--- config.mk ---
export PLATFORM = sky130hd
export DESIGN_NAME = bbx_exec
export DESIGN_NICKNAME = d
export VERILOG_FILES = /design/src/pkg/bbx_pkg.sv /design/src/design/bbx_bitop.sv /design/src/design/bbx_exec.sv
export SDC_FILE = /design/constraint.sdc
export NUM_CORES = 1
export LEC_CHECK = 0
export ABC_AREA = 1
export BUFFER_PORTS_ARGS = -buffer_cell sky130_fd_sc_hd__buf_4
export CAP_MARGIN = 20
export CORE_ASPECT_RATIO = 1.1
export CORE_MARGIN = 5
export CORE_UTILIZATION = 54
export DETAILED_ROUTE_END_ITERATION = 8
export PLACE_DENSITY = 0.86
export SYNTH_ARGS = -nofsm -noshare
export SYNTH_HDL_FRONTEND = slang
export SYNTH_SLANG_ARGS = --single-unit
--- constraint.sdc ---
create_clock -name i_clock -period 5.3 [get_ports i_clock]
set_input_delay 0.265 -clock i_clock [delete_from_list [all_inputs] [get_ports i_clock]]
set_output_delay 0.265 -clock i_clock [all_outputs]
set_load 0.01 [all_outputs]
--- src/pkg/bbx_pkg.sv ---
package bbx_pkg;
	localparam int BBX_PC_W     = 15;
	localparam int BBX_LOW_W    = 11;
	localparam int BBX_FADDR_W  = 7;
	localparam int BBX_BIDX_W   = 3;
	localparam int BBX_DATA_W   = 8;
	localparam int BBX_OFS_W    = 9;
	localparam int BBX_LATCH_HI = 6;
	localparam int BBX_LATCH_LO = 3;
	localparam logic [BBX_PC_W-1:0] BBX_PC_ONE   = 15'h0001;
	localparam logic [BBX_PC_W-1:0] BBX_PC_RESET = 15'h0000;

	typedef enum logic [2:0] {
		BBX_OP_NONE  = 3'h0,
		BBX_OP_CLR   = 3'h1,
		BBX_OP_SET   = 3'h2,
		BBX_OP_TSTZ  = 3'h3,
		BBX_OP_TSTO  = 3'h4,
		BBX_OP_OFSJ  = 3'h5,
		BBX_OP_ACCJ  = 3'h6,
		BBX_OP_CALL  = 3'h7
	} bbx_op_type;

	typedef struct packed {
		bbx_op_type             op;
		logic [BBX_FADDR_W-1:0] faddr;
		logic [BBX_BIDX_W-1:0]  bidx;
		logic [BBX_LOW_W-1:0]   lit;
	} bbx_instr_type;

	typedef struct packed {
		logic                   we;
		logic [BBX_FADDR_W-1:0] addr;
		logic [BBX_DATA_W-1:0]  data;
	} bbx_fwrite_type;
endpackage : bbx_pkg

--- src/design/bbx_bitop.sv ---
`timescale 1ns/1ps
module bbx_bitop
	import bbx_pkg::*;
#(
	parameter int DATA_W = BBX_DATA_W
) (
	input  wire logic [DATA_W-1:0]     i_byte,
	input  wire logic [BBX_BIDX_W-1:0] i_bidx,
	input  wire logic                  i_value,
	output logic      [DATA_W-1:0]     o_byte,
	output logic                       o_bit
);
	genvar g;
	// per-bit merge keeps the untouched bits
	generate
		for (g = 0; g < DATA_W; g++) begin : g_bit
			assign o_byte[g] = (i_bidx == BBX_BIDX_W'(g)) ? i_value : i_byte[g];
		end
	endgenerate
	assign o_bit = i_byte[i_bidx];
endmodule : bbx_bitop

--- src/design/bbx_exec.sv ---
`timescale 1ns/1ps
// Functional notes
// - bit clear forces selected bit of addressed byte to zero, others kept
// - bit set forces selected bit of addressed byte to one, others kept
// - zero-skip test: bit zero turns the next instruction into a no-op
// - one-skip test: bit one turns the next instruction into a no-op
// - offset jump: target is incremented pc plus sign-extended 9-bit literal
// - offset jump discards the prefetched instruction, two cycles
// - accumulator jump: target is incremented pc plus unsigned accumulator, two cycles
// - call pushes incremented pc onto the stack head
// - call loads 11-bit literal into pc low bits
// - call takes pc upper bits from latch bits 6:3, two cycles
module bbx_exec
	import bbx_pkg::*;
#(
	parameter int PC_W = BBX_PC_W
) (
	input  wire logic                  i_clock,
	input  wire logic                  i_resetn,
	input  wire logic                  i_valid,
	input  wire bbx_instr_type         i_instr,
	input  wire logic [PC_W-1:0]       i_pc,
	input  wire logic [BBX_DATA_W-1:0] i_file_rdata,
	input  wire logic [BBX_DATA_W-1:0] i_accum,
	input  wire logic [BBX_DATA_W-1:0] i_upper_latch,
	output logic      [BBX_FADDR_W-1:0] o_file_raddr,
	output bbx_fwrite_type             o_file_wr,
	output logic                       o_pc_load,
	output logic      [PC_W-1:0]       o_pc_target,
	output logic                       o_push,
	output logic      [PC_W-1:0]       o_push_addr,
	output logic                       o_discard,
	output logic                       o_status_we
);
	typedef enum logic [1:0] {
		BBX_ST_RUN  = 2'b01,
		BBX_ST_KILL = 2'b10
	} bbx_state_type;

	bbx_state_type            state_r;
	bbx_state_type            state_nxt;
	logic [BBX_DATA_W-1:0]    merged;
	logic                     tbit;
	logic                     op_valid;
	logic                     skip;
	logic                     jump;
	logic [PC_W-1:0]          pc_inc;
	logic [PC_W-1:0]          target;
	logic [BBX_OFS_W-1:0]     ofs;
	logic [BBX_DATA_W-1:0]    file_byte;
	logic                     fwd_hit;

	// instruction in the kill slot is swallowed whatever it is
	assign op_valid = i_valid && (state_r == BBX_ST_RUN);
	assign o_file_raddr = i_instr.faddr;
	assign pc_inc = i_pc + PC_W'(BBX_PC_ONE);
	assign ofs = i_instr.lit[BBX_OFS_W-1:0];

	// forward pending write
	// file array takes our write one edge late; back-to-back rmw would lose it
	assign fwd_hit = o_file_wr.we && (o_file_wr.addr == i_instr.faddr);
	assign file_byte = fwd_hit ? o_file_wr.data : i_file_rdata;

	bbx_bitop u_bitop (
		.i_byte  (file_byte),
		.i_bidx  (i_instr.bidx),
		.i_value (i_instr.op == BBX_OP_SET),
		.o_byte  (merged),
		.o_bit   (tbit)
	);

	assign skip = op_valid && (((i_instr.op == BBX_OP_TSTZ) && !tbit) ||
		((i_instr.op == BBX_OP_TSTO) && tbit));
	assign jump = op_valid && ((i_instr.op == BBX_OP_OFSJ) ||
		(i_instr.op == BBX_OP_ACCJ) || (i_instr.op == BBX_OP_CALL));

	always_comb begin
		target = pc_inc;
		case (i_instr.op)
			BBX_OP_OFSJ: target = pc_inc + PC_W'({{(PC_W-BBX_OFS_W){ofs[BBX_OFS_W-1]}}, ofs});
			BBX_OP_ACCJ: target = pc_inc + PC_W'(i_accum);
			BBX_OP_CALL: target = PC_W'({i_upper_latch[BBX_LATCH_HI:BBX_LATCH_LO],
				i_instr.lit});
			default:     target = pc_inc;
		endcase
	end

	// kill next slot
	// no stall input: the kill slot is always exactly one cycle
	always_comb begin
		state_nxt = BBX_ST_RUN;
		case (state_r)
			BBX_ST_RUN:  state_nxt = (skip || jump) ? BBX_ST_KILL : BBX_ST_RUN;
			BBX_ST_KILL: state_nxt = BBX_ST_RUN;
			default:     state_nxt = BBX_ST_RUN;
		endcase
	end

	always_ff @(posedge i_clock) begin
		if (!i_resetn) begin
			state_r <= BBX_ST_RUN;
		end else begin
			state_r <= state_nxt;
		end
	end

	always_ff @(posedge i_clock) begin
		if (!i_resetn) begin
			o_file_wr <= '0;
		end else begin
			o_file_wr.we   <= op_valid &&
				((i_instr.op == BBX_OP_CLR) || (i_instr.op == BBX_OP_SET));
			o_file_wr.addr <= i_instr.faddr;
			o_file_wr.data <= merged;
		end
	end

	always_ff @(posedge i_clock) begin
		if (!i_resetn) begin
			o_push      <= 1'b0;
			o_push_addr <= PC_W'(BBX_PC_RESET);
			o_pc_load   <= 1'b0;
			o_pc_target <= PC_W'(BBX_PC_RESET);
		end else begin
			o_push      <= op_valid && (i_instr.op == BBX_OP_CALL);
			o_push_addr <= pc_inc;
			o_pc_load   <= jump;
			o_pc_target <= target;
		end
	end

	// discard is combinational so the fetch stage can squash in the same slot
	assign o_discard = (state_r == BBX_ST_KILL);
	assign o_status_we = 1'b0;

	clr_byte_a: assert property (@(posedge i_clock) disable iff (!i_resetn)
		(op_valid && i_instr.op == BBX_OP_CLR) |=> (o_file_wr.we &&
		!o_file_wr.data[$past(i_instr.bidx)]))
		else $error("bit clear left bit set");
	set_byte_a: assert property (@(posedge i_clock) disable iff (!i_resetn)
		(op_valid && i_instr.op == BBX_OP_SET) |=> (o_file_wr.we &&
		o_file_wr.data[$past(i_instr.bidx)]))
		else $error("bit set left bit clear");
	rmw_keep_a: assert property (@(posedge i_clock) disable iff (!i_resetn)
		(op_valid && (i_instr.op == BBX_OP_SET || i_instr.op == BBX_OP_CLR)) |=>
		((o_file_wr.data ^ $past(file_byte)) & ~(8'h01 << $past(i_instr.bidx))) == 8'h00)
		else $error("other bits changed");
	skip_zero_a: assert property (@(posedge i_clock) disable iff (!i_resetn)
		(op_valid && i_instr.op == BBX_OP_TSTZ) |=> (o_discard == !$past(tbit)))
		else $error("zero-skip wrong");
	skip_one_a: assert property (@(posedge i_clock) disable iff (!i_resetn)
		(op_valid && i_instr.op == BBX_OP_TSTO) |=> (o_discard == $past(tbit)))
		else $error("one-skip wrong");
	ofs_tgt_a: assert property (@(posedge i_clock) disable iff (!i_resetn)
		(op_valid && i_instr.op == BBX_OP_OFSJ) |=> (o_pc_target ==
		PC_W'($past(i_pc) + 15'h0001 + {{6{$past(ofs[8])}}, $past(ofs)})))
		else $error("offset target wrong");
	jump_two_a: assert property (@(posedge i_clock) disable iff (!i_resetn)
		jump |=> (o_pc_load && o_discard) ##1 !o_discard)
		else $error("jump not two cycles");
	acc_tgt_a: assert property (@(posedge i_clock) disable iff (!i_resetn)
		(op_valid && i_instr.op == BBX_OP_ACCJ) |=> (o_pc_target ==
		PC_W'($past(i_pc) + 15'h0001 + {7'h00, $past(i_accum)})))
		else $error("accumulator target wrong");
	call_push_a: assert property (@(posedge i_clock) disable iff (!i_resetn)
		(op_valid && i_instr.op == BBX_OP_CALL) |=> (o_push &&
		o_push_addr == PC_W'($past(i_pc) + 15'h0001)))
		else $error("call push wrong");
	call_tgt_a: assert property (@(posedge i_clock) disable iff (!i_resetn)
		(op_valid && i_instr.op == BBX_OP_CALL) |=> (o_pc_target[BBX_LOW_W-1:0] ==
		$past(i_instr.lit)))
		else $error("call low bits wrong");
	call_hi_a: assert property (@(posedge i_clock) disable iff (!i_resetn)
		(op_valid && i_instr.op == BBX_OP_CALL) |=> (o_pc_target[PC_W-1:BBX_LOW_W] ==
		$past(i_upper_latch[BBX_LATCH_HI:BBX_LATCH_LO])))
		else $error("call upper bits wrong");
	one_cyc_a: assert property (@(posedge i_clock) disable iff (!i_resetn)
		(op_valid && (i_instr.op == BBX_OP_CLR || i_instr.op == BBX_OP_SET)) |=>
		(!o_discard && !o_pc_load && !o_status_we))
		else $error("bit op not single cycle");

	// results stand one edge after the taking edge
	kill_slot_a: assert property (@(posedge i_clock) disable iff (!i_resetn)
		o_discard |=> (!o_file_wr.we && !o_push && !o_pc_load))
		else $error("discarded slot produced a result");
	discard_one_a: assert property (@(posedge i_clock) disable iff (!i_resetn)
		o_discard |=> !o_discard)
		else $error("discard held too long");
	test_quiet_a: assert property (@(posedge i_clock) disable iff (!i_resetn)
		(op_valid && (i_instr.op == BBX_OP_TSTZ || i_instr.op == BBX_OP_TSTO)) |=>
		(!o_file_wr.we && !o_push && !o_pc_load && !o_status_we))
		else $error("bit test changed state");
	jmp_quiet_a: assert property (@(posedge i_clock) disable iff (!i_resetn)
		(op_valid && (i_instr.op == BBX_OP_OFSJ || i_instr.op == BBX_OP_ACCJ)) |=>
		(o_pc_load && !o_push && !o_file_wr.we))
		else $error("jump pushed or wrote");
	call_two_a: assert property (@(posedge i_clock) disable iff (!i_resetn)
		(op_valid && i_instr.op == BBX_OP_CALL) |=> o_discard ##1 !o_discard)
		else $error("call not two cycles");
	push_pair_a: assert property (@(posedge i_clock) disable iff (!i_resetn)
		o_push |-> (o_pc_load && o_discard))
		else $error("push without pc load");
	reset_quiet_a: assert property (@(posedge i_clock)
		!i_resetn |=> (!o_file_wr.we && !o_push && !o_pc_load && !o_discard))
		else $error("outputs not quiet after reset");

	fwd_keep_a: assert property (@(posedge i_clock) disable iff (!i_resetn)
		(op_valid && fwd_hit && (i_instr.op == BBX_OP_SET || i_instr.op == BBX_OP_CLR)) |=>
		(((o_file_wr.data ^ $past(o_file_wr.data)) & ~(8'h01 << $past(i_instr.bidx))) == 8'h00))
		else $error("back-to-back write lost a bit");

	skip_c: cover property (@(posedge i_clock) disable iff (!i_resetn) skip ##1 o_discard);
	call_c: cover property (@(posedge i_clock) disable iff (!i_resetn) o_push);
	wr_c:   cover property (@(posedge i_clock) disable iff (!i_resetn) o_file_wr.we);
	kill_c: cover property (@(posedge i_clock) disable iff (!i_resetn) o_discard && i_valid);
	fwd_c:  cover property (@(posedge i_clock) disable iff (!i_resetn) op_valid && fwd_hit);
endmodule : bbx_exec

Word-level counts from Yosys, hierarchy flattened
Cells that the tools add are included.
{"block": "totals", "input_bits": 66, "output_inout_bits": 57, "register_bits": 50}
{"block": "op_classes", "n_addsub": 3, "n_reduce_logical": 16, "magnitude_cmp": 1, "muxes": 13, "eq_ne": 17}
{"operator": "15-bit one-hot mux with 3 select lines", "count": 1}
{"operator": "3-bit == test (second input constant)", "count": 8}
{"operator": "15-bit by 1-bit adder with 15-bit output (second input constant)", "count": 1}
{"operator": "15-bit adder", "count": 1}
{"operator": "15-bit by 8-bit adder with 15-bit output", "count": 1}
{"operator": "3-bit by 2-bit == test with 1-bit output (second input constant)", "count": 4}
{"operator": "1-bit two-way mux", "count": 9}
{"operator": "1-bit logical AND", "count": 8}
{"operator": "8-bit two-way mux", "count": 1}
{"operator": "7-bit == test", "count": 1}
{"operator": "3-bit by 1-bit == test with 1-bit output (second input constant)", "count": 2}
{"operator": "1-bit logical OR", "count": 5}
{"operator": "3-bit by 4-bit less-than comparator with 1-bit output (second input constant)", "count": 1}
{"operator": "1-bit binary-select mux with 3-bit select", "count": 1}
{"operator": "3-bit logical NOT", "count": 1}
{"operator": "2-bit by 1-bit == test with 1-bit output (second input constant)", "count": 1}
{"operator": "2-bit == test (second input constant)", "count": 1}
{"operator": "2-bit two-way mux", "count": 1}
{"operator": "2-bit AND reduction", "count": 1}
{"operator": "1-bit logical NOT", "count": 1}

Logic depth before layout (Yosys ltp)
Gate-level depths: netlist (run 1).
{"block": "logic_depth", "depth_word": 11, "mapped_depth": 21, "mapped_depth_nobuf": 20}

By module
Synthesis (run 1) repeated with hierarchy kept, for this count alone.
{"block": "unflattened", "cells_unflattened": 482, "area_unflattened_um2": 3435.8}
{"module": "bbx_exec", "cells_each": 430, "seq_area_each_um2": 1001.0, "area_each_um2": 3193.1, "n_inst": 1}
{"module": "bbx_bitop", "cells_each": 52, "seq_area_each_um2": 0.0, "area_each_um2": 242.7, "n_inst": 1}

Worst setup path before layout (run 1)
OpenSTA, ideal clock, no wires.
{"block": "synth_timing", "kind": "input port to flip-flop", "start": "input port i_instr[21] (netlist bit)", "end": "register o_pc_target[8]", "setup_slack_ps": 2807, "path_stages": 16, "setup_time_ps": 133, "t_arrival_ps": 2360, "path_cell_list": "inv_1 -> nand3_1 -> mux2_2 -> ha_1 -> fa_1 -> nand2_1 -> nand2_1 -> nand2_1 -> nand2_1 -> nand3_1 -> nand2_1 -> nand2_1 -> nand2_1 -> or2_2 -> nand3_1 -> a31oi_1"}
{"block": "synth_via", "elab_chain_cells": 2}
{"element": "start: declaration", "line_no": "bbx_exec.sv:21", "source": "input wire bbx_instr_type i_instr,"}
{"element": "3-bit == test", "line_no": "bbx_exec.sv:79", "source": "case (i_instr.op)"}
{"element": "15-bit one-hot mux with 3 select lines *", "line_no": "bbx_exec.sv:79"}
{"element": "end signal: assignment", "line_no": "bbx_exec.sv:123", "source": "o_pc_target <= PC_W'(BBX_PC_RESET);"}
{"element": "end signal: assignment", "line_no": "bbx_exec.sv:128", "source": "o_pc_target <= target;"}
{"element": "end: declaration", "line_no": "bbx_exec.sv:29", "source": "output logic [PC_W-1:0] o_pc_target,"}
Mark *: on every way between the ends. The rest lies on a longest branch, timed or not.
A chain may end at the register's enable or synchronous reset.

Worst setup path in the final report (run 1)
Ends and elaborated chain as after synthesis.

==> key figures, run 1 <==
Status
  • Status: finished clean

Logic synthesis
  • Mapped cell area: 3300 um^2
  • Asr flop ratio synth: 0%
  • Synth Flop Type: dfxtp_1
  • Post-Syn Instances: 499
  • Synth cell types: 40
  • Top post-synthesis cells by area: dfxtp_1, nand2_1, inv_1, ha_1, nand3_1
  • Most common cell in the synthesized netlist: nand2_1
  • Top cells by count, synth: nand2_1, inv_1, dfxtp_1
  • Synthesized net count: 581
  • Synth top area share: 30.3%
  • Synthesis-stage register bit count: 50
  • Synth Warn #: 0
  • Syn Area/Cell: 6.62 um^2
  • Post-synthesis sequential area ratio: 30.3%
  • Post-synth EDFFs: 0
  • Leading area contributor after synthesis: dfxtp_1

Global route
  • GRT overflow: 0
  • GR Util met2: 42.6%
  • Met1 Use GR: 26.6%
  • GR peak layer: met2
  • Initial antenna violation count: 0
  • All-Layer GR Usage: 23.5%
  • First-pass GRT wire length: 15300 um
  • Vias in the first global route: 3394
  • Largest net degree at the start of global routing: 34
  • GR Layer Usage met3: 5.57%

Power and ir drop
  • NetSw: 0.000308 W
  • Max rail drop VDD: 0.126 mV
  • Cell Int Power: 0.000673 W
  • Final total power: 0.000981 W
  • Switching Share: 31.4%
  • Sequential fraction of design power: 42.0%
  • Leakage power: 2.43 nW
  • Clock Power Share: 28.1%
  • Comb pwr share: 29.9%
  • P per Cell Area: 228 nW/um^2

Floorplan
  • IO Pins: 123
  • Core Region: 6080 um^2
  • Die Wd: 84.6 um
  • Site Rows: 30
  • Die area: 7790 um^2
  • Starting Density: 54.3%
  • Chip height: 92.0 um

Timing
  • Max Slew Vio Count: 0
  • Final setup vio count: 0
  • Final worst path period need: 2.86 ns
  • Slew margin rel.: 30.8%
  • Crit share post-route: 53.9%
  • Unrepaired setup endpoints after global routing: no
  • Max Freq: 350 MHz
  • Final Skew: 0.00183 ns
  • Worst-margin pin slew: 1.04 ns
  • Final hold viol count: 0
  • Worst hold slack: 0.148 ns
  • Setup TNS: 0 ns

Worst setup path
  • CP endpoint kind: flip-flop
  • Critical path origin: i_instr[21]
  • FF-to-FF Start: o_file_wr[13]
  • Worst Path Arrival: 3.01 ns
  • Worst Setup Start Kind: input port
  • Critical path data required time: 5.45 ns
  • Critical path peak fanout: 9
  • Critical path type: input port to flip-flop

Placed design
  • Number of instances in the placed design: 680
  • Port bufs: 117
  • Routability cong.: 0.884
  • Post-DP HPWL: 7330 um
  • Area post-placement: 4190 um^2

Layout
  • Fin cells: 688
  • Nets@finish: 689
  • Fill cells: 528
  • ANT cells: 0
  • Final Cell Area: 4310 um^2
  • Layout cells sized above 1: 28.9%
  • P&R area growth vs syn: 30.3%

Worst hold path
  • Worst Hold Class: input port to flip-flop
  • Min-delay src: i_instr[23]

CTS
  • CTS sink cnt: 50
  • Post-CTS Hold Buffers: 0
  • CTS Buf Count: 5
  • CTS clk-pin slew, worst paths: 0.09 ns
  • CTS tree: yes
  • Clk_lat worst skew: 0.30 ns
  • Setup Buffers After CTS: 0
  • CTS root buf: clkbuf_8
  • Post-cts resize count: 0
  • CTS H-tree lvls: 2
  • Maximum root-to-sink buffer count: 2

Routing
  • Mean routed wirelength per cell: 13.2 um
  • Via count: 3471
  • Antenna Nets Post-Route: 0
  • Vias/cell: 5.05
  • Drt first pass iters: 5
  • DRT iter0 DRCs: 124
  • Residual DRC count: 0
  • Routed WL: 9100 um

Flow run
  • Max-cap violation count: 0
area by class of cell:
| cell class | count | area (um^2) | share of cell area (%) |
|---|---|---|---|
| clock buffers | 5 | 68.8 | 1.60 |
| inverters | 87 | 327 | 7.58 |
| flip-flops and latches | 50 | 1000 | 23.2 |
| well taps | 80 | 100 | 2.32 |
| clock inverters | 3 | 45.0 | 1.05 |
| multi-input cells | 346 | 1890 | 43.8 |
| repair buffers | 117 | 878 | 20.4 |
critical path, stage by stage:
cell and delay [ns]:
buf_4 0.12, inv_1 0.07, nand3_1 0.40, mux2_2 0.43, ha_1 0.21, fa_1 0.39
nand2_1 0.09, nand2_1 0.06, nand2_1 0.06, nand2_1 0.08, nand3_1 0.07, nand2_1 0.08
nand2_1 0.13, nand2_1 0.11, or2_2 0.28, nand3_1 0.07, a31oi_1 0.07
sequential cells by signal, indices dropped and copies added, names as in the netlist:
signal,flops
o_push_addr,15
o_file_wr,16
o_pc_target,15
state_r,2
o_push,1
o_pc_load,1
metrics by stage:
stage | setup slack [ns] | utilization, %
floorplan | 2.81 | -
global placement | 2.26 | 68.9
detailed placement | 2.15 | 68.9
CTS | 2.48 | 70.8
global route | 2.24 | 70.8
finish | 2.44 | 70.8
path summary, 6_finish.rpt:
check              endpoint  slack [ns]  cells after the start
max          o_pc_target[8]        2.44                     17
min           o_file_wr[15]        0.15                      2
max reg2reg      state_r[1]        3.59                     15
min reg2reg   o_file_wr[15]        0.57                      2
per-layer routing:
layer  part of all wire [%]  vias to the layer above
met5                      0                        -
met3                    7.5                       17
met1                     40                     1530
met2                     50                      145
met4                    2.4                        0
li1                       -                     1779
logic make-up after synthesis:
kind of cell / Yosys count / synth area share [%]
other cells: 1 / 0.113
mux: 8 / 2.73
flops: 50 / 30.3
fa+ha+maj: 16 / 6.29
compound gates: 72 / 12.2
simple gates: 243 / 34.2
buf+inv: 103 / 12.6
xor+xnor: 6 / 1.59
power by group through the flow:
stage | clock [W] | combinational (W) | sequential (W)
floorplan | 0 | 0.000163 | 0.000431
global placement | 0 | 0.000285 | 0.000420
detailed placement | 0 | 0.000292 | 0.000420
CTS | 0.000285 | 0.000294 | 0.000412
global route | 0.000300 | 0.000330 | 0.000413
finish | 0.000276 | 0.000294 | 0.000412
cells in the final DEF (no fill, tap or decap), drive strengths merged:
cell type  netlist  routed
a211oi           1       1
dfxtp           50      50
clkbuf           6       5
nor3             5       5
nand3b           1       1
or2              8       8
o21bai           2       2
clkinvlp         0       2
bufinv           0       1
nor2            50      50
nand4            4       4
a21o             4       4
fa               1       1
nand3           37      37
mux2             8       8
conb             1       1
xnor2            1       1
nand2          136     136
ha              15      15
a31oi           14      14
inv             87      87
xor2             5       5
o21ai           20      20
and2             1       1
buf             10     117
nor4             1       1
a21oi           31      31
Note: power is estimated with default switching activity, not from simulation.
==> run 2, diff against run 1 <==
CORE_UTILIZATION = 50   (was 54)
PLACE_DENSITY = 0.81   (was 0.86)
clock period = 2.66 ns   (was 5.3 ns; I/O delays follow)
==> key figures, run 2 (synthesized netlist as in run 1, its figures left out) <==
Status
  • Status: finished clean

Timing
  • Max Slew Vio Count: 0 (unchanged)
  • Worst hold slack: 0.0368 ns (-0.111 ns)
  • Worst-margin pin slew: 0.871 ns (-0.165 ns)
  • Final setup margin: 0.278 ns (-2.16 ns)
  • Crit share post-route: 89.6%
  • Unrepaired setup endpoints after global routing: no
  • Max Freq: 420 MHz
  • Final setup vio count: 0 (unchanged)
  • Slew margin rel.: 41.7% (+11 points)
  • Final hold viol count: 0 (unchanged)
  • Final Skew: 0.00164 ns (-0.000187 ns)
  • Final worst path period need: 2.38 ns

Layout
  • Final Cell Area: 4420 um^2 (+2.7%)
  • Most frequent cells in the layout: buf_4, nand2_1, inv_1
  • P&R area growth vs syn: 33.8%
  • Most common cell after layout, fill and taps aside: buf_4
  • Layout cells sized above 1: 30.8% (+1.9 points)
  • Multi-input logic area: 1900 um^2 (+0.93%)
  • Top reg by flops: o_file_wr
  • Nets@finish: 704 (+2.2%)
  • Max reg flops: 16 (unchanged)
  • ANT cells: 0 (unchanged)
  • Top Registers: o_file_wr x16, o_pc_target x15, o_push_addr x15
  • Fin cells: 705 (+2.5%)
  • Sequential Area: 1000 um^2 (unchanged)
  • Fill cells: 614 (+16%)

CTS
  • Clk_lat worst skew: 0.29 ns (about the same)
  • CTS H-tree lvls: 2 (unchanged)
  • CTS Buf Count: 5 (unchanged)
  • Setup Buffers After CTS: 0 (unchanged)
  • Maximum root-to-sink buffer count: 2 (unchanged)
  • CTS tree: yes
  • CTS root buf: clkbuf_8
  • CTS sink cnt: 50 (unchanged)
  • CTS clk-pin slew, worst paths: 0.08 ns (about the same)

Routing
  • Drt first pass iters: 5 (unchanged)
  • Antenna Nets Post-Route: 0 (unchanged)
  • Routed WL: 9260 um (+1.9%)
  • Vias/cell: 5.02 (-0.44%)
  • Residual DRC count: 0 (unchanged)
  • Via count: 3541 (+2.0%)
  • Mean routed wirelength per cell: 13.1 um (-0.60%)
  • DRT iter0 DRCs: 157 (+27%)

Worst setup path
  • Cell Chain, Critical Path: buf_4 -> ha_1 -> nand2_1 -> inv_2 -> nand3_2 -> nor2_2 -> inv_2 -> nor2_4 -> nand2_2 -> nor2_2 -> xor2_1 -> inv_2 -> ha_1 -> inv_1 -> nor3_1 -> a211oi_1 -> nand2_1 -> a21oi_1 -> o21ai_0 -> a21oi_1
  • Critical path type: input port to flip-flop
  • Worst Setup Start Kind: input port
  • CP max-delay cell: ha_1
  • CP most frequent cell: inv_2
  • Critical path data required time: 2.89 ns (-2.56 ns)
  • CP peak stage delay: 0.29 ns (-0.14 ns)
  • Critical path peak fanout: 4 (-5)
  • Worst Path Arrival: 2.61 ns (-0.40 ns)
  • CP endpoint kind: flip-flop

Global route
  • Largest net degree at the start of global routing: 19 (-44%)
  • Vias in the first global route: 3431 (+1.1%)
  • GRT overflow: 0 (unchanged)
  • First-pass GRT wire length: 15100 um (-1.1%)
  • All-Layer GR Usage: 22.8% (-0.78 points)
  • Initial antenna violation count: 0 (unchanged)

Power and ir drop
  • Max rail drop VDD: 0.250 mV (+98%)
  • Final total power: 0.00189 W (+92%)
  • Leakage power: 2.50 nW (+2.9%)
  • P per Cell Area: 427 nW/um^2 (+87%)

Floorplan
  • Chip height: 95.3 um (+3.5%)
  • Core Region: 6520 um^2 (+7.2%)
  • Die Wd: 87.5 um (+3.5%)
  • Site Rows: 31 (+3.3%)
  • IO Pins: 123 (unchanged)
  • Starting Density: 50.7% (-3.6 points)
  • Die area: 8340 um^2 (+7.1%)

Placed design
  • Routability cong.: 0.913 (+3.3%)
  • Post-DP HPWL: 7520 um (+2.6%)
  • Area post-placement: 4300 um^2 (+2.6%)
  • Worst slack at placement: -0.0368 ns (-2.18 ns)
  • Port bufs: 117 (unchanged)
  • Number of instances in the placed design: 696 (+2.4%)

Worst hold path
  • Worst Hold Class: input port to flip-flop

Flow run
  • Max-cap violation count: 0 (unchanged)
run 2: worst max-delay path: cells and delay by family:
family / cells / cell delay, ns
simple gates: 8 / 0.77
compound gates: 4 / 0.59
fa+ha+maj: 2 / 0.46
buf+inv: 5 / 0.42
xor+xnor: 1 / 0.24
run 2: final timing paths:
check / from / end / slack, ns / cells past startpoint
setup / recovery: i_pc[0] / o_pc_target[13] / 0.28 / 20
hold reg to reg: state_r[0] / o_file_wr[15] / 0.60 / 2
setup reg to reg: o_file_wr[9] / state_r[1] / 0.93 / 17
hold / removal: i_instr[23] / o_file_wr[15] / 0.04 / 2
run 2: area by class of cell:
cell class | count | share of cell area [%]
tap | 82 | 2.32
clock buffer | 6 | 1.87
timing repair buffer | 132 | 22.5
clock inverter | 2 | 0.283
multi-input combinational | 346 | 43.0
inverter | 87 | 7.39
sequential | 50 | 22.6
run 2: per-layer routing:
| metal | up-vias | part of all wire (%) | track usage [%] |
|---|---|---|---|
| met5 | - | 0 | 0 |
| met4 | 0 | 2.4 | 7.54 |
| met3 | 20 | 8.2 | 4.49 |
| met2 | 131 | 49 | 41.1 |
| met1 | 1573 | 40 | 26.6 |
| li1 | 1817 | - | - |
run 2: stage by stage:
step / setup TNS [ns] / utilization (%)
final: 0 / 67.9
after global routing: 0 / 67.9
after CTS: 0 / 67.6
after detailed placement: -0.0368 / 66.0
after global placement: 0 / 66.0
after floorplan: 0 / -
run 2: where the power goes:
| group | total (W) | internal [W] | switching [W] | leakage, nW |
|---|---|---|---|---|
| clock network | 0.000456 | 0.000209 | 0.000247 | 0.0472 |
| registers | 0.000819 | 0.000799 | 0.0000193 | 0.416 |
| logic | 0.000613 | 0.000282 | 0.000331 | 2.04 |
run 2: timing repair:
item                                    in CTS  in global routing
gates resized for setup                      0                  2
endpoints found under the setup margin       0                  2
hold buffers                                 1                  0
hold endpoints to repair                     1                  0
==> run 3, diff against run 2 <==
ABC_AREA = default   (was 1)
CORE_MARGIN = 4   (was 5)
CORE_UTILIZATION = 49   (was 50)
CTS_CLUSTER_DIAMETER = 30   (was default)
==> key figures, run 3 <==
Status
  • Status: finished clean

Logic synthesis
  • Syn Area/Cell: 8.84 um^2 (+33%)
  • Post-synthesis sequential area ratio: 33.4% (+3.1 points)
  • Mapped cell area: 3000 um^2 (-9.3%)
  • Synthesized net count: 421 (-28%)
  • Post-Syn Instances: 339 (-32%)
  • Most common cell in the synthesized netlist: dfxtp_1
  • Synth Area in Compound Gates: 12.3% (+0.083 points)
  • Post-synth EDFFs: 0 (unchanged)
  • Synth top area share: 33.4% (+3.1 points)
  • Asr flop ratio synth: 0% (unchanged)
  • Xor/xnor share of the synthesized area: 9.94% (+8.3 points)
  • Synth Flop Type: dfxtp_1
  • Multiplexer share of the synthesized area: 11.0% (+8.3 points)
  • Synth Area in Simple Gates: 20.9% (-13 points)
  • Synth Warn #: 0 (unchanged)
  • Synthesis-stage register bit count: 50 (unchanged)
  • Largest family of logic cells by synthesized area: simple AND/OR/NAND/NOR gates
  • Top cells by count, synth: dfxtp_1, nand2_1, xnor2_1
  • Post-Synth Adder-Cell Area: 6.93% (+0.65 points)
  • Top post-synthesis cells by area: dfxtp_1, mux2i_1, ha_1, xnor2_1, and2_1
  • Leading area contributor after synthesis: dfxtp_1
  • Synth cell types: 49 (+23%)

Floorplan
  • IO Pins: 123 (unchanged)
  • Die Wd: 82.6 um (-5.7%)
  • Core Region: 5840 um^2 (-10%)
  • Die area: 7430 um^2 (-11%)
  • Chip height: 90.0 um (-5.5%)
  • Starting Density: 51.3% (+0.59 points)
  • Site Rows: 29 (-6.5%)

Routing
  • Via count: 2883 (-19%)
  • Residual DRC count: 0 (unchanged)
  • DRT iter0 DRCs: 112 (-29%)
  • Routed WL: 7960 um (-14%)
  • Mean routed wirelength per cell: 14.7 um (+11%)
  • Vias/cell: 5.31 (+5.7%)
  • Drt first pass iters: 4 (-1)
  • Antenna Nets Post-Route: 0 (unchanged)

Timing
  • Max Slew Vio Count: 0 (unchanged)
  • Final setup vio count: 0 (unchanged)
  • Final hold viol count: 0 (unchanged)
  • Worst-margin pin slew: 0.531 ns (-0.340 ns)
  • Slew margin rel.: 64.5% (+23 points)
  • Unrepaired setup endpoints after global routing: no
  • Final worst path period need: 2.43 ns (+0.0492 ns)
  • Setup TNS: 0 ns (unchanged)
  • Final setup margin: 0.229 ns (-0.0492 ns)
  • Max Freq: 411 MHz (-2.0%)
  • Crit share post-route: 91.4% (+1.8 points)
  • Final Skew: 0.0119 ns (+0.0102 ns)

Global route
  • Initial antenna violation count: 0 (unchanged)
  • Vias in the first global route: 2838 (-17%)
  • GRT overflow: 0 (unchanged)
  • First-pass GRT wire length: 12700 um (-16%)
  • Largest net degree at the start of global routing: 48 (+29)
  • All-Layer GR Usage: 21.3% (-1.5 points)

CTS
  • CTS sink cnt: 50 (unchanged)
  • Clk_lat worst skew: 0.31 ns (+0.02 ns)
  • CTS root buf: clkbuf_8
  • Post-cts resize count: 0 (unchanged)
  • Maximum root-to-sink buffer count: 2 (unchanged)
  • CTS Buf Count: 5 (unchanged)
  • Setup Buffers After CTS: 0 (unchanged)
  • Post-CTS Hold Buffers: 0 (-1)
  • CTS H-tree lvls: 2 (unchanged)
  • CTS tree: yes
  • CTS clk-pin slew, worst paths: 0.10 ns (+0.02 ns)

Flow run
  • Max-cap violation count: 0 (unchanged)

Layout
  • Multi-input logic area: 1880 um^2 (-1.1%)
  • Most frequent cells in the layout: buf_4, dfxtp_1, nand2_1
  • Layout cells sized above 1: 36.1% (+5.2 points)
  • Max reg flops: 16 (unchanged)
  • Fill cells: 448 (-27%)
  • Final Cell Area: 4190 um^2 (-5.3%)
  • Top reg by flops: o_file_wr
  • Nets@finish: 547 (-22%)
  • Fin cells: 543 (-23%)
  • P&R area growth vs syn: 39.7%
  • Most common cell after layout, fill and taps aside: buf_4
  • Top Registers: o_file_wr x16, o_pc_target x15, o_push_addr x15
  • ANT cells: 0 (unchanged)
  • Final Core Density: 71.7% (+3.8 points)
  • Sequential Area: 1000 um^2 (unchanged)

Worst setup path
  • Reg2reg end: state_r[1]
  • FF-to-FF path depth: 8 (-9)
  • Critical path type: input port to flip-flop
  • Worst Path Arrival: 2.65 ns (+0.04 ns)
  • CP endpoint kind: flip-flop
  • Critical path data required time: 2.88 ns (about the same)
  • Critical path peak fanout: 3 (-1)
  • Worst R2R Setup Slack: 0.34 ns (-0.59 ns)
  • FF-to-FF Start: o_file_wr[14]
  • Worst Setup Start Kind: input port

Placed design
  • Port bufs: 117 (unchanged)
  • Post-DP HPWL: 6470 um (-14%)
  • Area post-placement: 4090 um^2 (-4.9%)
  • Worst slack at placement: -0.100 ns (-0.0631 ns)
  • Routability cong.: 0.919 (+0.69%)
  • Number of instances in the placed design: 535 (-23%)

Power and ir drop
  • Clock Power Share: 24.3% (about the same)
  • Leakage power: 1.94 nW (-22%)
  • Max rail drop VDD: 0.272 mV (+8.7%)
  • P per Cell Area: 464 nW/um^2 (+8.6%)
  • Sequential fraction of design power: 42.4% (-1.0 points)
  • NetSw: 0.000603 W (+0.91%)
  • Comb pwr share: 33.3% (+0.8 points)
  • Cell Int Power: 0.00134 W (+3.7%)
  • Switching Share: 31.1% (-0.59 points)

Worst hold path
  • WHS Endpoint: o_file_wr[10]
  • Worst Hold Class: input port to flip-flop
  • Hold depth: 2 (unchanged)
  • Min-delay src: i_instr[16]
-- run 3: changes by cell type in the layout (fill, tap and decap cells not counted), sizes merged, moves of 20 or more --
cell and change:
nand3 -22, and2 +20, xnor2 +20, nand2 -114
nor2 -30, inv -74
-- run 3: worst max-delay path: stages --
cell       delay, ns
buf_4           0.11
nand3b_1        0.23
mux2_4          0.35
ha_4            0.17
fa_2            0.40
a21oi_2         0.16
o2111ai_1       0.15
a31o_1          0.24
a21oi_2         0.16
o21ai_1         0.08
a21oi_1         0.16
xnor2_1         0.08
a221oi_1        0.22
-- run 3: final cells by class --
type | count | area share (%)
Inverter | 12 | 1.08
Sequential cell | 50 | 23.9
Timing Repair Buffer | 142 | 25.5
Clock inverter | 3 | 0.687
Multi-Input combinational cell | 254 | 44.9
Tap cell | 77 | 2.30
Clock buffer | 5 | 1.64
-- run 3: how the worst max path moves through the flow --
stage                            from         endpoint  slack (ns)
after floorplan           i_instr[21]  o_pc_target[14]       -0.15
after CTS                 i_instr[21]  o_pc_target[14]        0.22
after global routing      i_instr[21]  o_pc_target[14]        0.02
final                     i_instr[21]  o_pc_target[14]        0.23
after global placement    i_instr[21]  o_pc_target[14]       -0.06
after detailed placement  i_instr[21]  o_pc_target[14]        -0.1
-- run 3: logic make-up after synthesis --
family | count (synthesis)
and+or+nand+nor | 119
AOI/OAI and AO/OA | 55
DFF | 50
buffers and inverters | 35
xor gates and xnor gates | 34
muxes | 29
adders and majority gates | 16
other | 1
-- run 3: power groups by stage --
stage	logic [W]	registers [W]	clock network, W
2_1_floorplan	0.000348	0.000865	0
3_3_place_gp	0.000625	0.000840	0
3_5_place_dp	0.000645	0.000840	0
4_1_cts	0.000648	0.000823	0.000486
5_1_grt	0.000709	0.000829	0.000512
6_report	0.000647	0.000823	0.000471
-- run 3: layer usage --
layer	global-route usage (%)	up-vias	wire length [um]
met4	5.86	0	98
met1	25.1	1345	3210
met3	3.40	12	543
met2	38.4	111	4110
met5	0	-	0
li1	-	1415	-
-- run 3: through the flow --
step                      total power (W)  hold slack [ns]
after floorplan                   0.00121            0.205
after global placement            0.00147            0.360
after detailed placement          0.00148            0.366
after CTS                         0.00196           0.0352
after global routing              0.00205           0.0353
final                             0.00194           0.0460
